<file path="src/logic/speed_aux_pkg.sv">
// Purpose: Shared constants for the speed-mode auxiliary block.
// Assumes: 32-bit AHB-Lite register access, one word per register.
// Notes:   Offsets are byte addresses.
package speed_aux_pkg;
    localparam int DW = 16;
    localparam logic [11:0] OFS_TQ_METHOD  = 12'h000;
    localparam logic [11:0] OFS_POS_TQ_SEL = 12'h004;
    localparam logic [11:0] OFS_FWD_A_SRC  = 12'h008;
    localparam logic [11:0] OFS_FWD_A_VAL  = 12'h00c;
    localparam logic [11:0] OFS_FWD_B_SRC  = 12'h010;
    localparam logic [11:0] OFS_FWD_B_VAL  = 12'h014;
    localparam logic [11:0] OFS_REV_TQ_SEL = 12'h018;
    localparam logic [11:0] OFS_REV_A_SRC  = 12'h01c;
    localparam logic [11:0] OFS_REV_A_VAL  = 12'h020;
    localparam logic [11:0] OFS_REV_B_SRC  = 12'h024;
    localparam logic [11:0] OFS_REV_B_VAL  = 12'h028;
    localparam logic [11:0] OFS_LOCK_THR   = 12'h02c;
    localparam logic [11:0] OFS_JOG_SPEED  = 12'h030;
    localparam logic [11:0] OFS_ARR_THR    = 12'h034;
    localparam logic [11:0] OFS_COIN_THR   = 12'h038;
    localparam logic [11:0] OFS_ZERO_THR   = 12'h03c;
    localparam logic [11:0] OFS_ACC_THR    = 12'h040;
    localparam logic [11:0] OFS_FB_FILT    = 12'h044;
    localparam logic [11:0] OFS_DISP_FILT  = 12'h048;
    localparam logic [11:0] OFS_FILT_SPEED = 12'h04c;
    localparam logic [11:0] OFS_DISP_SPEED = 12'h050;
    localparam logic [11:0] OFS_STATUS     = 12'h054;
    localparam logic [15:0] RST_LIMIT_VAL  = 16'h05dc;
    localparam logic [15:0] RST_LOCK_THR   = 16'h0005;
    localparam logic [15:0] RST_JOG_SPEED  = 16'h0014;
    localparam logic [15:0] RST_ARR_THR    = 16'h03e8;
    localparam logic [15:0] RST_COIN_THR   = 16'h000a;
    localparam logic [15:0] RST_ZERO_THR   = 16'h0005;
    localparam logic [15:0] RST_ACC_THR    = 16'h0177;
    localparam logic [15:0] RST_FB_FILT    = 16'h0005;
    localparam logic [15:0] RST_DISP_FILT  = 16'h012c;
    localparam logic [15:0] LIMIT_MAX      = 16'h0bb8;
    localparam logic [3:0]  FILT_SHIFT_MAX = 4'hf;
    localparam logic [1:0]  SEL_A          = 2'h0;
    localparam logic [1:0]  SEL_B          = 2'h1;
    localparam logic [1:0]  SEL_SWITCH     = 2'h2;
    localparam logic [1:0]  SEL_BOTH       = 2'h3;
    localparam logic [1:0]  SRC_SET        = 2'h0;
    localparam logic [1:0]  SRC_AIN1       = 2'h1;
    localparam logic [1:0]  SRC_AIN2       = 2'h2;
    localparam logic [1:0]  SRC_AIN3       = 2'h3;
    localparam int ST_COIN = 0;
    localparam int ST_ARR  = 1;
    localparam int ST_ZERO = 2;
    localparam int ST_UP   = 3;
    localparam int ST_DOWN = 4;
    localparam int ST_FWD  = 5;
    localparam int ST_REV  = 6;
    localparam int ST_LOCK = 7;
    typedef enum logic [1:0] {
        RUN_FOLLOW = 2'b01,
        RUN_LOCKED = 2'b10
    } lock_state_t;
endpackage

</file>
<file path="src/logic/speed_aux.sv">
// Purpose: Speed-mode auxiliary logic: torque limits, command shaping,
//          speed status flags and speed filtering.
// Assumes: One control tick per clock; AHB-Lite slave for parameters.
// Notes:   Speeds are signed 16-bit rpm; limits are tenths of a percent.
`timescale 1ns/1ns
`default_nettype none
module speed_aux
    import speed_aux_pkg::*;
#(
    parameter int SPD_W = 16
)(
    input  wire logic                    hclk,
    input  wire logic                    hresetn,
    input  wire logic                    hsel,
    input  wire logic [31:0]             haddr,
    input  wire logic [1:0]              htrans,
    input  wire logic                    hwrite,
    input  wire logic [2:0]              hsize,
    input  wire logic [31:0]             hwdata,
    input  wire logic                    hready,
    output logic      [31:0]             hrdata,
    output logic                         hreadyout,
    output logic                         hresp,
    input  wire logic [15:0]             analog_in_1,
    input  wire logic [15:0]             analog_in_2,
    input  wire logic [15:0]             analog_in_3,
    input  wire logic signed [SPD_W-1:0] speed_cmd_in,
    input  wire logic signed [SPD_W-1:0] speed_feedback,
    input  wire logic                    pos_speed_limit_select_b,
    input  wire logic                    neg_speed_limit_select_b,
    input  wire logic                    jog_forward_in,
    input  wire logic                    jog_reverse_in,
    input  wire logic                    command_invert_in,
    input  wire logic                    speed_hold_in,
    input  wire logic                    lock_enable_in,
    output logic signed [SPD_W-1:0]      speed_cmd_out,
    output logic                         lock_active,
    output logic      [15:0]             fwd_torque_limit,
    output logic      [15:0]             rev_torque_limit,
    output logic                         pos_speed_use_b,
    output logic                         neg_speed_use_b,
    output logic                         coincidence_flag,
    output logic                         arrival_flag,
    output logic                         standstill_flag,
    output logic                         speeding_flag,
    output logic                         slowing_flag,
    output logic                         fwd_rotation_flag,
    output logic                         rev_rotation_flag
);
    import speed_aux_pkg::*;

    function automatic logic [15:0] clamp_limit(input logic [15:0] v);
        clamp_limit = (v > LIMIT_MAX) ? LIMIT_MAX : v;
    endfunction

    function automatic logic [15:0] pick_src(input logic [1:0] s, input logic [15:0] set_v,
                                             input logic [15:0] a1, input logic [15:0] a2,
                                             input logic [15:0] a3);
        unique case (s)
            SRC_SET:  pick_src = clamp_limit(set_v);
            SRC_AIN1: pick_src = clamp_limit(a1);
            SRC_AIN2: pick_src = clamp_limit(a2);
            default:  pick_src = clamp_limit(a3);
        endcase
    endfunction

    function automatic logic [15:0] pick_limit(input logic [1:0] s, input logic [15:0] a,
                                               input logic [15:0] b, input logic sw);
        unique case (s)
            SEL_A:      pick_limit = a;
            SEL_B:      pick_limit = b;
            SEL_SWITCH: pick_limit = sw ? b : a;
            default:    pick_limit = (a < b) ? a : b;
        endcase
    endfunction

    function automatic logic signed [SPD_W:0] mag(input logic signed [SPD_W:0] v);
        mag = (v < 0) ? -v : v;
    endfunction

    // Filter shift from a time constant: roughly log2 of the ms figure.
    function automatic logic [3:0] tc_shift(input logic [15:0] t);
        logic [3:0] s;
        s = 4'h0;
        for (int i = 0; i < 16; i++)
            if (t[i])
                s = i[3:0];
        tc_shift = (s > FILT_SHIFT_MAX) ? FILT_SHIFT_MAX : s;
    endfunction

    logic [15:0] tq_method, pos_tq_sel, fwd_a_src, fwd_a_val, fwd_b_src, fwd_b_val;
    logic [15:0] rev_tq_sel, rev_a_src, rev_a_val, rev_b_src, rev_b_val;
    logic [15:0] lock_thr, jog_speed, arr_thr, coin_thr, zero_thr, acc_thr;
    logic [15:0] fb_filt_time, disp_filt_time;
    logic [3:0]  fb_shift;

    // Bus address phase capture.
    logic        dp_write;
    logic        dp_read;
    logic [11:0] dp_addr;
    wire  logic  ap_valid = hsel & htrans[1] & hready;

    always_ff @(posedge hclk or negedge hresetn)
    begin
        if (!hresetn)
        begin
            dp_write <= 1'b0;
            dp_read  <= 1'b0;
            dp_addr  <= 12'h000;
        end
        else
        begin
            dp_write <= ap_valid & hwrite;
            dp_read  <= ap_valid & ~hwrite;
            dp_addr  <= (ap_valid) ? haddr[11:0] : dp_addr;
        end
    end

    // Parameter registers; writes act on the tick after the data phase.
    always_ff @(posedge hclk or negedge hresetn)
    begin
        if (!hresetn)
        begin
            tq_method <= 16'h0000; pos_tq_sel <= 16'h0000; rev_tq_sel <= 16'h0000;
            fwd_a_src <= 16'h0000; fwd_b_src <= 16'h0000;
            rev_a_src <= 16'h0000; rev_b_src <= 16'h0000;
            fwd_a_val <= RST_LIMIT_VAL; fwd_b_val <= RST_LIMIT_VAL;
            rev_a_val <= RST_LIMIT_VAL; rev_b_val <= RST_LIMIT_VAL;
            lock_thr  <= RST_LOCK_THR;  jog_speed <= RST_JOG_SPEED;
            arr_thr   <= RST_ARR_THR;   coin_thr  <= RST_COIN_THR;
            zero_thr  <= RST_ZERO_THR;  acc_thr   <= RST_ACC_THR;
            fb_filt_time <= RST_FB_FILT; disp_filt_time <= RST_DISP_FILT;
        end
        else if (dp_write)
        begin
            unique case (dp_addr)
                OFS_TQ_METHOD:  tq_method  <= {15'h0000, hwdata[0]};
                OFS_POS_TQ_SEL: pos_tq_sel <= {14'h0000, hwdata[1:0]};
                OFS_FWD_A_SRC:  fwd_a_src  <= {14'h0000, hwdata[1:0]};
                OFS_FWD_A_VAL:  fwd_a_val  <= clamp_limit(hwdata[15:0]);
                OFS_FWD_B_SRC:  fwd_b_src  <= {14'h0000, hwdata[1:0]};
                OFS_FWD_B_VAL:  fwd_b_val  <= clamp_limit(hwdata[15:0]);
                OFS_REV_TQ_SEL: rev_tq_sel <= {14'h0000, hwdata[1:0]};
                OFS_REV_A_SRC:  rev_a_src  <= {14'h0000, hwdata[1:0]};
                OFS_REV_A_VAL:  rev_a_val  <= clamp_limit(hwdata[15:0]);
                OFS_REV_B_SRC:  rev_b_src  <= {14'h0000, hwdata[1:0]};
                OFS_REV_B_VAL:  rev_b_val  <= clamp_limit(hwdata[15:0]);
                OFS_LOCK_THR:   lock_thr   <= {1'b0, hwdata[14:0]};
                OFS_JOG_SPEED:  jog_speed  <= {1'b0, hwdata[14:0]};
                OFS_ARR_THR:    arr_thr    <= {1'b0, hwdata[14:0]};
                OFS_COIN_THR:   coin_thr   <= {1'b0, hwdata[14:0]};
                OFS_ZERO_THR:   zero_thr   <= {1'b0, hwdata[14:0]};
                OFS_ACC_THR:    acc_thr    <= {1'b0, hwdata[14:0]};
                OFS_FB_FILT:    fb_filt_time   <= {1'b0, hwdata[14:0]};
                OFS_DISP_FILT:  disp_filt_time <= {1'b0, hwdata[14:0]};
                default: ;
            endcase
        end
    end

    // The feedback filter shift latches from fb_filt_time on the first tick after reset, then holds while nonzero.
    always_ff @(posedge hclk or negedge hresetn)
    begin
        if (!hresetn)
            fb_shift <= 4'h0;
        else if (fb_shift == 4'h0)
            fb_shift <= tc_shift(fb_filt_time);
    end

    // Torque limits.
    logic [15:0] fa, fb, ra, rb, fwd_lim, rev_lim;
    always_comb
    begin
        fa = pick_src(fwd_a_src[1:0], fwd_a_val, analog_in_1, analog_in_2, analog_in_3);
        fb = pick_src(fwd_b_src[1:0], fwd_b_val, analog_in_1, analog_in_2, analog_in_3);
        ra = pick_src(rev_a_src[1:0], rev_a_val, analog_in_1, analog_in_2, analog_in_3);
        rb = pick_src(rev_b_src[1:0], rev_b_val, analog_in_1, analog_in_2, analog_in_3);
        fwd_lim = pick_limit(pos_tq_sel[1:0], fa, fb, pos_speed_limit_select_b);
        rev_lim = pick_limit(rev_tq_sel[1:0], ra, rb, neg_speed_limit_select_b);
    end

    always_ff @(posedge hclk or negedge hresetn)
    begin
        if (!hresetn)
        begin
            fwd_torque_limit <= 16'h0000;
            rev_torque_limit <= 16'h0000;
            pos_speed_use_b  <= 1'b0;
            neg_speed_use_b  <= 1'b0;
        end
        else
        begin
            fwd_torque_limit <= fwd_lim;
            rev_torque_limit <= tq_method[0] ? rev_lim : fwd_lim;
            pos_speed_use_b  <= pos_speed_limit_select_b;
            neg_speed_use_b  <= neg_speed_limit_select_b;
        end
    end

    // Command shaping: invert, jog, hold, then lock.
    logic signed [SPD_W:0] cmd_inv, cmd_jog, cmd_mag;
    lock_state_t lock_state, next_lock_state;
    always_comb
    begin
        cmd_inv = $signed({speed_cmd_in[SPD_W-1], speed_cmd_in});
        if (command_invert_in)
            cmd_inv = -cmd_inv;
        cmd_jog = cmd_inv;
        if (jog_forward_in && !jog_reverse_in)
            cmd_jog = cmd_inv + $signed({1'b0, jog_speed});
        else if (jog_reverse_in && !jog_forward_in)
            cmd_jog = cmd_inv - $signed({1'b0, jog_speed});
        if (speed_hold_in)
            cmd_jog = '0;
        cmd_mag = mag(cmd_jog);
        unique case (lock_state)
            RUN_FOLLOW: next_lock_state = (lock_enable_in && cmd_mag <= $signed({1'b0, lock_thr}))
                                          ? RUN_LOCKED : RUN_FOLLOW;
            RUN_LOCKED: next_lock_state = (!lock_enable_in || cmd_mag > $signed({1'b0, lock_thr}))
                                          ? RUN_FOLLOW : RUN_LOCKED;
        endcase
    end

    always_ff @(posedge hclk or negedge hresetn)
    begin
        if (!hresetn)
        begin
            lock_state    <= RUN_FOLLOW;
            lock_active   <= 1'b0;
            speed_cmd_out <= '0;
        end
        else
        begin
            lock_state    <= next_lock_state;
            lock_active   <= (next_lock_state == RUN_LOCKED);
            // Locked: the speed command is dropped and the position loop holds.
            speed_cmd_out <= (next_lock_state == RUN_LOCKED) ? '0 : cmd_jog[SPD_W-1:0];
        end
    end

    // First-order filters: y += (x - y) >> shift.
    logic signed [SPD_W+15:0] fb_acc, disp_acc;
    logic signed [SPD_W-1:0]  filt_speed, disp_speed, prev_speed;
    logic [3:0] disp_shift;
    assign disp_shift = tc_shift(disp_filt_time);
    assign filt_speed = fb_acc[SPD_W+15:16];
    assign disp_speed = disp_acc[SPD_W+15:16];

    always_ff @(posedge hclk or negedge hresetn)
    begin
        if (!hresetn)
        begin
            fb_acc     <= '0;
            disp_acc   <= '0;
            prev_speed <= '0;
        end
        else
        begin
            fb_acc   <= fb_acc + ((($signed({speed_feedback, 16'h0000})) - fb_acc) >>> fb_shift);
            disp_acc <= disp_acc + ((($signed({filt_speed, 16'h0000})) - disp_acc) >>> disp_shift);
            prev_speed <= filt_speed;
        end
    end

    // Status flags, refreshed every tick.
    logic signed [SPD_W:0] fs, gap, accel;
    always_comb
    begin
        fs    = $signed({filt_speed[SPD_W-1], filt_speed});
        gap   = fs - $signed({speed_cmd_out[SPD_W-1], speed_cmd_out});
        accel = fs - $signed({prev_speed[SPD_W-1], prev_speed});
    end

    always_ff @(posedge hclk or negedge hresetn)
    begin
        if (!hresetn)
        begin
            coincidence_flag  <= 1'b0;
            arrival_flag      <= 1'b0;
            standstill_flag   <= 1'b0;
            speeding_flag     <= 1'b0;
            slowing_flag      <= 1'b0;
            fwd_rotation_flag <= 1'b0;
            rev_rotation_flag <= 1'b0;
        end
        else
        begin
            coincidence_flag  <= mag(gap) <= $signed({1'b0, coin_thr});
            arrival_flag      <= mag(fs) > $signed({1'b0, arr_thr});
            standstill_flag   <= mag(fs) < $signed({1'b0, zero_thr});
            speeding_flag     <= (mag(fs) > mag(fs - accel)) &&
                                 mag(accel) > $signed({1'b0, acc_thr});
            slowing_flag      <= (mag(fs) < mag(fs - accel)) &&
                                 mag(accel) > $signed({1'b0, acc_thr});
            fwd_rotation_flag <= fs > $signed({1'b0, zero_thr});
            rev_rotation_flag <= fs < -$signed({1'b0, zero_thr});
        end
    end

    // Read mux and bus response; one wait state on reads, none on writes.
    logic [15:0] rd;
    always_comb
    begin
        unique case (dp_addr)
            OFS_TQ_METHOD:  rd = tq_method;
            OFS_POS_TQ_SEL: rd = pos_tq_sel;
            OFS_FWD_A_SRC:  rd = fwd_a_src;
            OFS_FWD_A_VAL:  rd = fwd_a_val;
            OFS_FWD_B_SRC:  rd = fwd_b_src;
            OFS_FWD_B_VAL:  rd = fwd_b_val;
            OFS_REV_TQ_SEL: rd = rev_tq_sel;
            OFS_REV_A_SRC:  rd = rev_a_src;
            OFS_REV_A_VAL:  rd = rev_a_val;
            OFS_REV_B_SRC:  rd = rev_b_src;
            OFS_REV_B_VAL:  rd = rev_b_val;
            OFS_LOCK_THR:   rd = lock_thr;
            OFS_JOG_SPEED:  rd = jog_speed;
            OFS_ARR_THR:    rd = arr_thr;
            OFS_COIN_THR:   rd = coin_thr;
            OFS_ZERO_THR:   rd = zero_thr;
            OFS_ACC_THR:    rd = acc_thr;
            OFS_FB_FILT:    rd = fb_filt_time;
            OFS_DISP_FILT:  rd = disp_filt_time;
            OFS_FILT_SPEED: rd = 16'(filt_speed);
            OFS_DISP_SPEED: rd = 16'(disp_speed);
            OFS_STATUS:     rd = {8'h00, lock_active, rev_rotation_flag, fwd_rotation_flag,
                                  slowing_flag, speeding_flag, standstill_flag,
                                  arrival_flag, coincidence_flag};
            default:        rd = 16'h0000;
        endcase
    end

    always_ff @(posedge hclk or negedge hresetn)
    begin
        if (!hresetn)
            hrdata <= 32'h0000_0000;
        else if (ap_valid && !hwrite)
            hrdata <= 32'h0000_0000;
        else if (dp_read)
            hrdata <= {16'h0000, rd};
    end

    always_ff @(posedge hclk or negedge hresetn)
    begin
        if (!hresetn)
        begin
            hreadyout <= 1'b1;
            hresp     <= 1'b0;
        end
        else
        begin
            hreadyout <= !(ap_valid && !hwrite);
            hresp     <= 1'b0;
        end
    end

    // Assertions.
    a_hold_zero_cmd: assert property (@(posedge hclk) disable iff (!hresetn)
        speed_hold_in |=> speed_cmd_out == '0) else $error("hold did not zero command");
    a_lock_needs_en: assert property (@(posedge hclk) disable iff (!hresetn)
        !lock_enable_in |=> !lock_active) else $error("locked without enable");
    a_lock_enter: assert property (@(posedge hclk) disable iff (!hresetn)
        lock_enable_in && speed_hold_in |=> lock_active) else $error("lock not entered");
    a_lock_exit: assert property (@(posedge hclk) disable iff (!hresetn)
        lock_enable_in && !speed_hold_in && cmd_mag > $signed({1'b0, lock_thr})
        |=> !lock_active) else $error("lock not left");
    a_method_shared: assert property (@(posedge hclk) disable iff (!hresetn)
        !tq_method[0] |=> rev_torque_limit == $past(fwd_lim)) else $error("method 0 broken");
    a_limit_ceiling: assert property (@(posedge hclk) disable iff (!hresetn)
        fwd_torque_limit <= LIMIT_MAX && rev_torque_limit <= LIMIT_MAX)
        else $error("limit above ceiling");
    a_both_min: assert property (@(posedge hclk) disable iff (!hresetn)
        pos_tq_sel[1:0] == SEL_BOTH |=> fwd_torque_limit <= $past(fa) && fwd_torque_limit <= $past(fb))
        else $error("both did not take minimum");
    a_rot_exclusive: assert property (@(posedge hclk) disable iff (!hresetn)
        !(fwd_rotation_flag && rev_rotation_flag)) else $error("both rotations flagged");
    a_zero_rot: assert property (@(posedge hclk) disable iff (!hresetn)
        standstill_flag |-> !fwd_rotation_flag && !rev_rotation_flag)
        else $error("standstill with rotation");
endmodule // speed_aux
`default_nettype wire

</file>
<file path="config.mk">
export PLATFORM = sky130hd
export DESIGN_NAME = speed_aux
export DESIGN_NICKNAME = d
export VERILOG_FILES = /design/src/logic/speed_aux_pkg.sv /design/src/logic/speed_aux.sv
export SDC_FILE = /design/constraint.sdc
export NUM_CORES = 2
export LEC_CHECK = 0
export BUFFER_PORTS_ARGS = -buffer_cell sky130_fd_sc_hd__buf_2
export CAP_MARGIN = 40
export CORE_ASPECT_RATIO = 2
export CORE_MARGIN = 2
export CORE_UTILIZATION = 55
export DETAILED_ROUTE_END_ITERATION = 6
export PLACE_DENSITY = 0.77
export SLEW_MARGIN = 10
export SYNTH_ARGS = -nofsm -noshare
export SYNTH_HDL_FRONTEND = slang
export SYNTH_SLANG_ARGS = --single-unit
</file>
<file path="constraint.sdc">
create_clock -name hclk -period 8.1 [get_ports hclk]
set_input_delay 0.81 -clock hclk [delete_from_list [all_inputs] [get_ports hclk]]
set_output_delay 0.81 -clock hclk [all_outputs]
set_load 0.005 [all_outputs]
</file>
==> impl_metrics.yaml <==
sta:
  worst-slew-pin-transition_ns: 1.29
  period_minus_slack_ns: 7.05
  grt_setup_unrepaired: "false"
  achievable-frequency_mhz: 142
  setup_tns_ns: 0
  timing_hold_violations_final: 0
  slew_viol_final: 0
  finalSetupViolCount: 0
  clock-skew-final_ns: 0.0340
  layout_worst_path_cycle_share_pct: 87.0
  timing.slew.headroom_pct: 14.0
setup_path:
  timing.rr.start: "fb_acc[16]"
  crit_path_top_delay_cell: "fa_1"
  cpPeakStageDelay_ns: 0.51
  worst_setup_path_start_kind: "flip-flop"
  setup.reg_to_reg.worst_slack_ns: 1.05
  critical_path_arrival_ns: 7.48
  logic_depth_of_the_worst_register_to_register_path: 33
  crit_path_end: "speeding_flag"
  classification_of_the_worst_setup_path: "reg2reg"
  timing.rr.end: "speeding_flag"
  endpoint_kind: "flip-flop"
  cp.required_ns: 8.53
  source_of_the_critical_timing_path: "fb_acc[16]"
  worstPathMaxFanout: 10
synthesis:
  synth_top_cells_by_area: "dfrtp_1 23%, ha_1 12%, mux2_2 5.5%, dfstp_2 4.2%, o21ai_0 4.0%"
  ys_seq_elements: 370
  post-synth-top-area-cell: "dfrtp_1"
  ys_async_sr_fraction_pct: 100
  synth-edff-count: 0
  synth_warn: 0
  synth.top_cell.area_share_pct: 22.6
  most_used_flip_flop_cell_after_synthesis: "dfrtp_1"
  synthTopCellsByCount: "329 x ha_1, 328 x nand2_1, 318 x nor2_1"
  mappedNetlistArea_sq_um: 34800
  synth.lib_cells_used.distinct: 107
  yosysMostFrequentCell: "ha_1"
  avgSynthCellArea_sq_um: 8.44
  ys_seq_area_share_pct: 26.8
  post_synth_inst_count: 4120
place:
  gp_routability_congestion: 1.02
  buffers_on_ports: 195
  place.detailed.hpwl_mm: 104
run_status:
  outcome: "finished with violations"
  failed_checks: "DRC"
global_route:
  grt_use_met1_pct: 35.7
  grt_max_degree: 179
  wire_length_of_the_first_global_routing_pass_mm: 198
  grt_pass1_vias: 34000
  grt_most_used_layer: "met2"
  use_met3_pct: 9.22
  globalRoute.totalOverflow: 0
  grt.total_usage_pct: 40.1
  met2_usage_pct: 70.2
  number_of_antenna_violations_at_the_first_check_in_global_routing: 7
drt:
  detailedRoute.firstPassIterationCount: 7
  dr.first_iter.drc_count: 2923
  routed_wire_length_per_instance_um: 25.9
  detail_route.drc_violations: 10
  route.detailed.vias_per_inst: 6.70
  ant_nets: 0
  post_route_wl_mm: 133
  vias: 34300
floorplanning:
  fp.coreArea_sq_um: 62600
  i_o_pin_cnt: 253
  chipWidth_um: 182
  placementRows: 130
  die-area_sq_um: 65400
  initial_core_util_pct: 55.5
  die_height_um: 360
final_layout:
  multi_input_area_sq_um: 23700
  post_route_cells_drive_above_1_share_pct: 15.1
  finalNetCount: 4782
  layout-area-overhead-vs-synth_pct: 9.62
  register_area_sq_um: 9330
  layout.filler_cells: 5616
cts:
  clk_path_buf_depth: 3
  cts_setup_buffers: 0
  clock_tree.root_cell: "clkbuf_16"
  ctsResizeCount: 0
  clock_tree.htree_level_count: 2
  cts.sink_count: 370
  cts.reportedPaths.clkPinSlew_ns: 0.07
  cts_tree: "built"
  numCtsBuffers: 37
  holdBufCountCts: 0
  clk_latency_ns: 0.58
flow_run:
  drv_cap: 0
min_path:
  worst_min_delay_path_category: "in2async"
==> flip-flops by register name, indices dropped and copies added, names as in the netlist, 16 cells and up <==
register / count
fwd_a_val: 16
prev_speed: 16
rev_a_val: 16
rev_b_val: 16
fb_acc: 32
fwd_torque_limit: 16
speed_cmd_out: 16
hrdata: 16
fwd_b_val: 16
disp_acc: 32
rev_torque_limit: 16
==> kinds of logic after synthesis <==
logic type	synth area share (%)
xor+xnor	5.76
fa+ha+maj	12.3
buf+inv	5.55
simple gates	15.9
compound gates	24.8
other cells	0.0216
flops	26.8
mux	8.78
==> placed cells by master, fill, tap and decap left out, types with 37 or more instances in the layout <==
master and count:
o21a_1 78, xnor2_1 159, inv_1 294, a21oi_1 262, o21ai_0 279, a221oi_1 65, nand4_1 46, a31oi_1 49
conb_1 42, nand3_1 80, buf_4 71, and2_1 39, clkbuf_16 37, ha_1 329, a211oi_1 51, nor2_1 318
buf_2 198, dfrtp_1 313, nor3_1 81, o211ai_1 37, xor2_1 68, mux2i_1 87, nand2_1 328, a21o_1 98
mux2_2 170, nor4_1 38, dfstp_2 56, nor2b_1 47
==> routing by layer <==
layer  up-vias  part of all wire [%]
li1      15500                     -
met5         -                 0.011
met2      1756                    49
met1     16200                    30
met3       795                   7.4
met4         2                    14
==> how the worst min path moves through the flow <==
stage	from	endpoint	slack [ns]	cells after the start
floorplan	fwd_b_val[15]	fwd_b_val[15]	0.47	1
global placement	hrdata[3]	hrdata[3]	0.47	2
detailed placement	hrdata[3]	hrdata[3]	0.47	2
CTS	hresetn	speed_cmd_out[9]	0.22	1
global route	hresetn	speed_cmd_out[9]	0.24	1
finish	hresetn	speed_cmd_out[8]	0.19	1
==> through the flow <==
step / setup slack, ns / utilization [%] / area (sq um) / hold WS (ns) / cells
global placement: 1.10 / 58.5 / 36600 / 0.466 / 5023
floorplan: 1.70 / - / 34900 / 0.467 / 4160
global route: 0.620 / 60.9 / 38100 / 0.244 / 5107
finish: 1.05 / 60.9 / 38100 / 0.189 / 5115
CTS: 1.12 / 60.8 / 38100 / 0.221 / 5102
detailed placement: 1.06 / 58.7 / 36800 / 0.467 / 5034
==> worst max-delay path: cells and delay by family (launching register included) <==
kind / cells / cell delay (ns)
AOI/OAI and AO/OA: 17 / 3.51
adders and majority gates: 4 / 1.39
and+or+nand+nor: 6 / 0.59
buffers and inverters: 4 / 0.56
DFF: 1 / 0.41
xor gates and xnor gates: 2 / 0.44
==> cell type report <==
type / count / area share (%)
timing repair buffer: 278 / 4.41
sequential: 370 / 24.5
multi-input combinational: 3301 / 62.2
antenna: 9 / 0.0591
tap: 792 / 2.60
clock inverter: 18 / 0.643
clock buffer: 50 / 2.74
inverter: 297 / 2.92
Power is not shown: default switching activity piles up to over one toggle a cycle in this logic, so the estimate is an artifact.
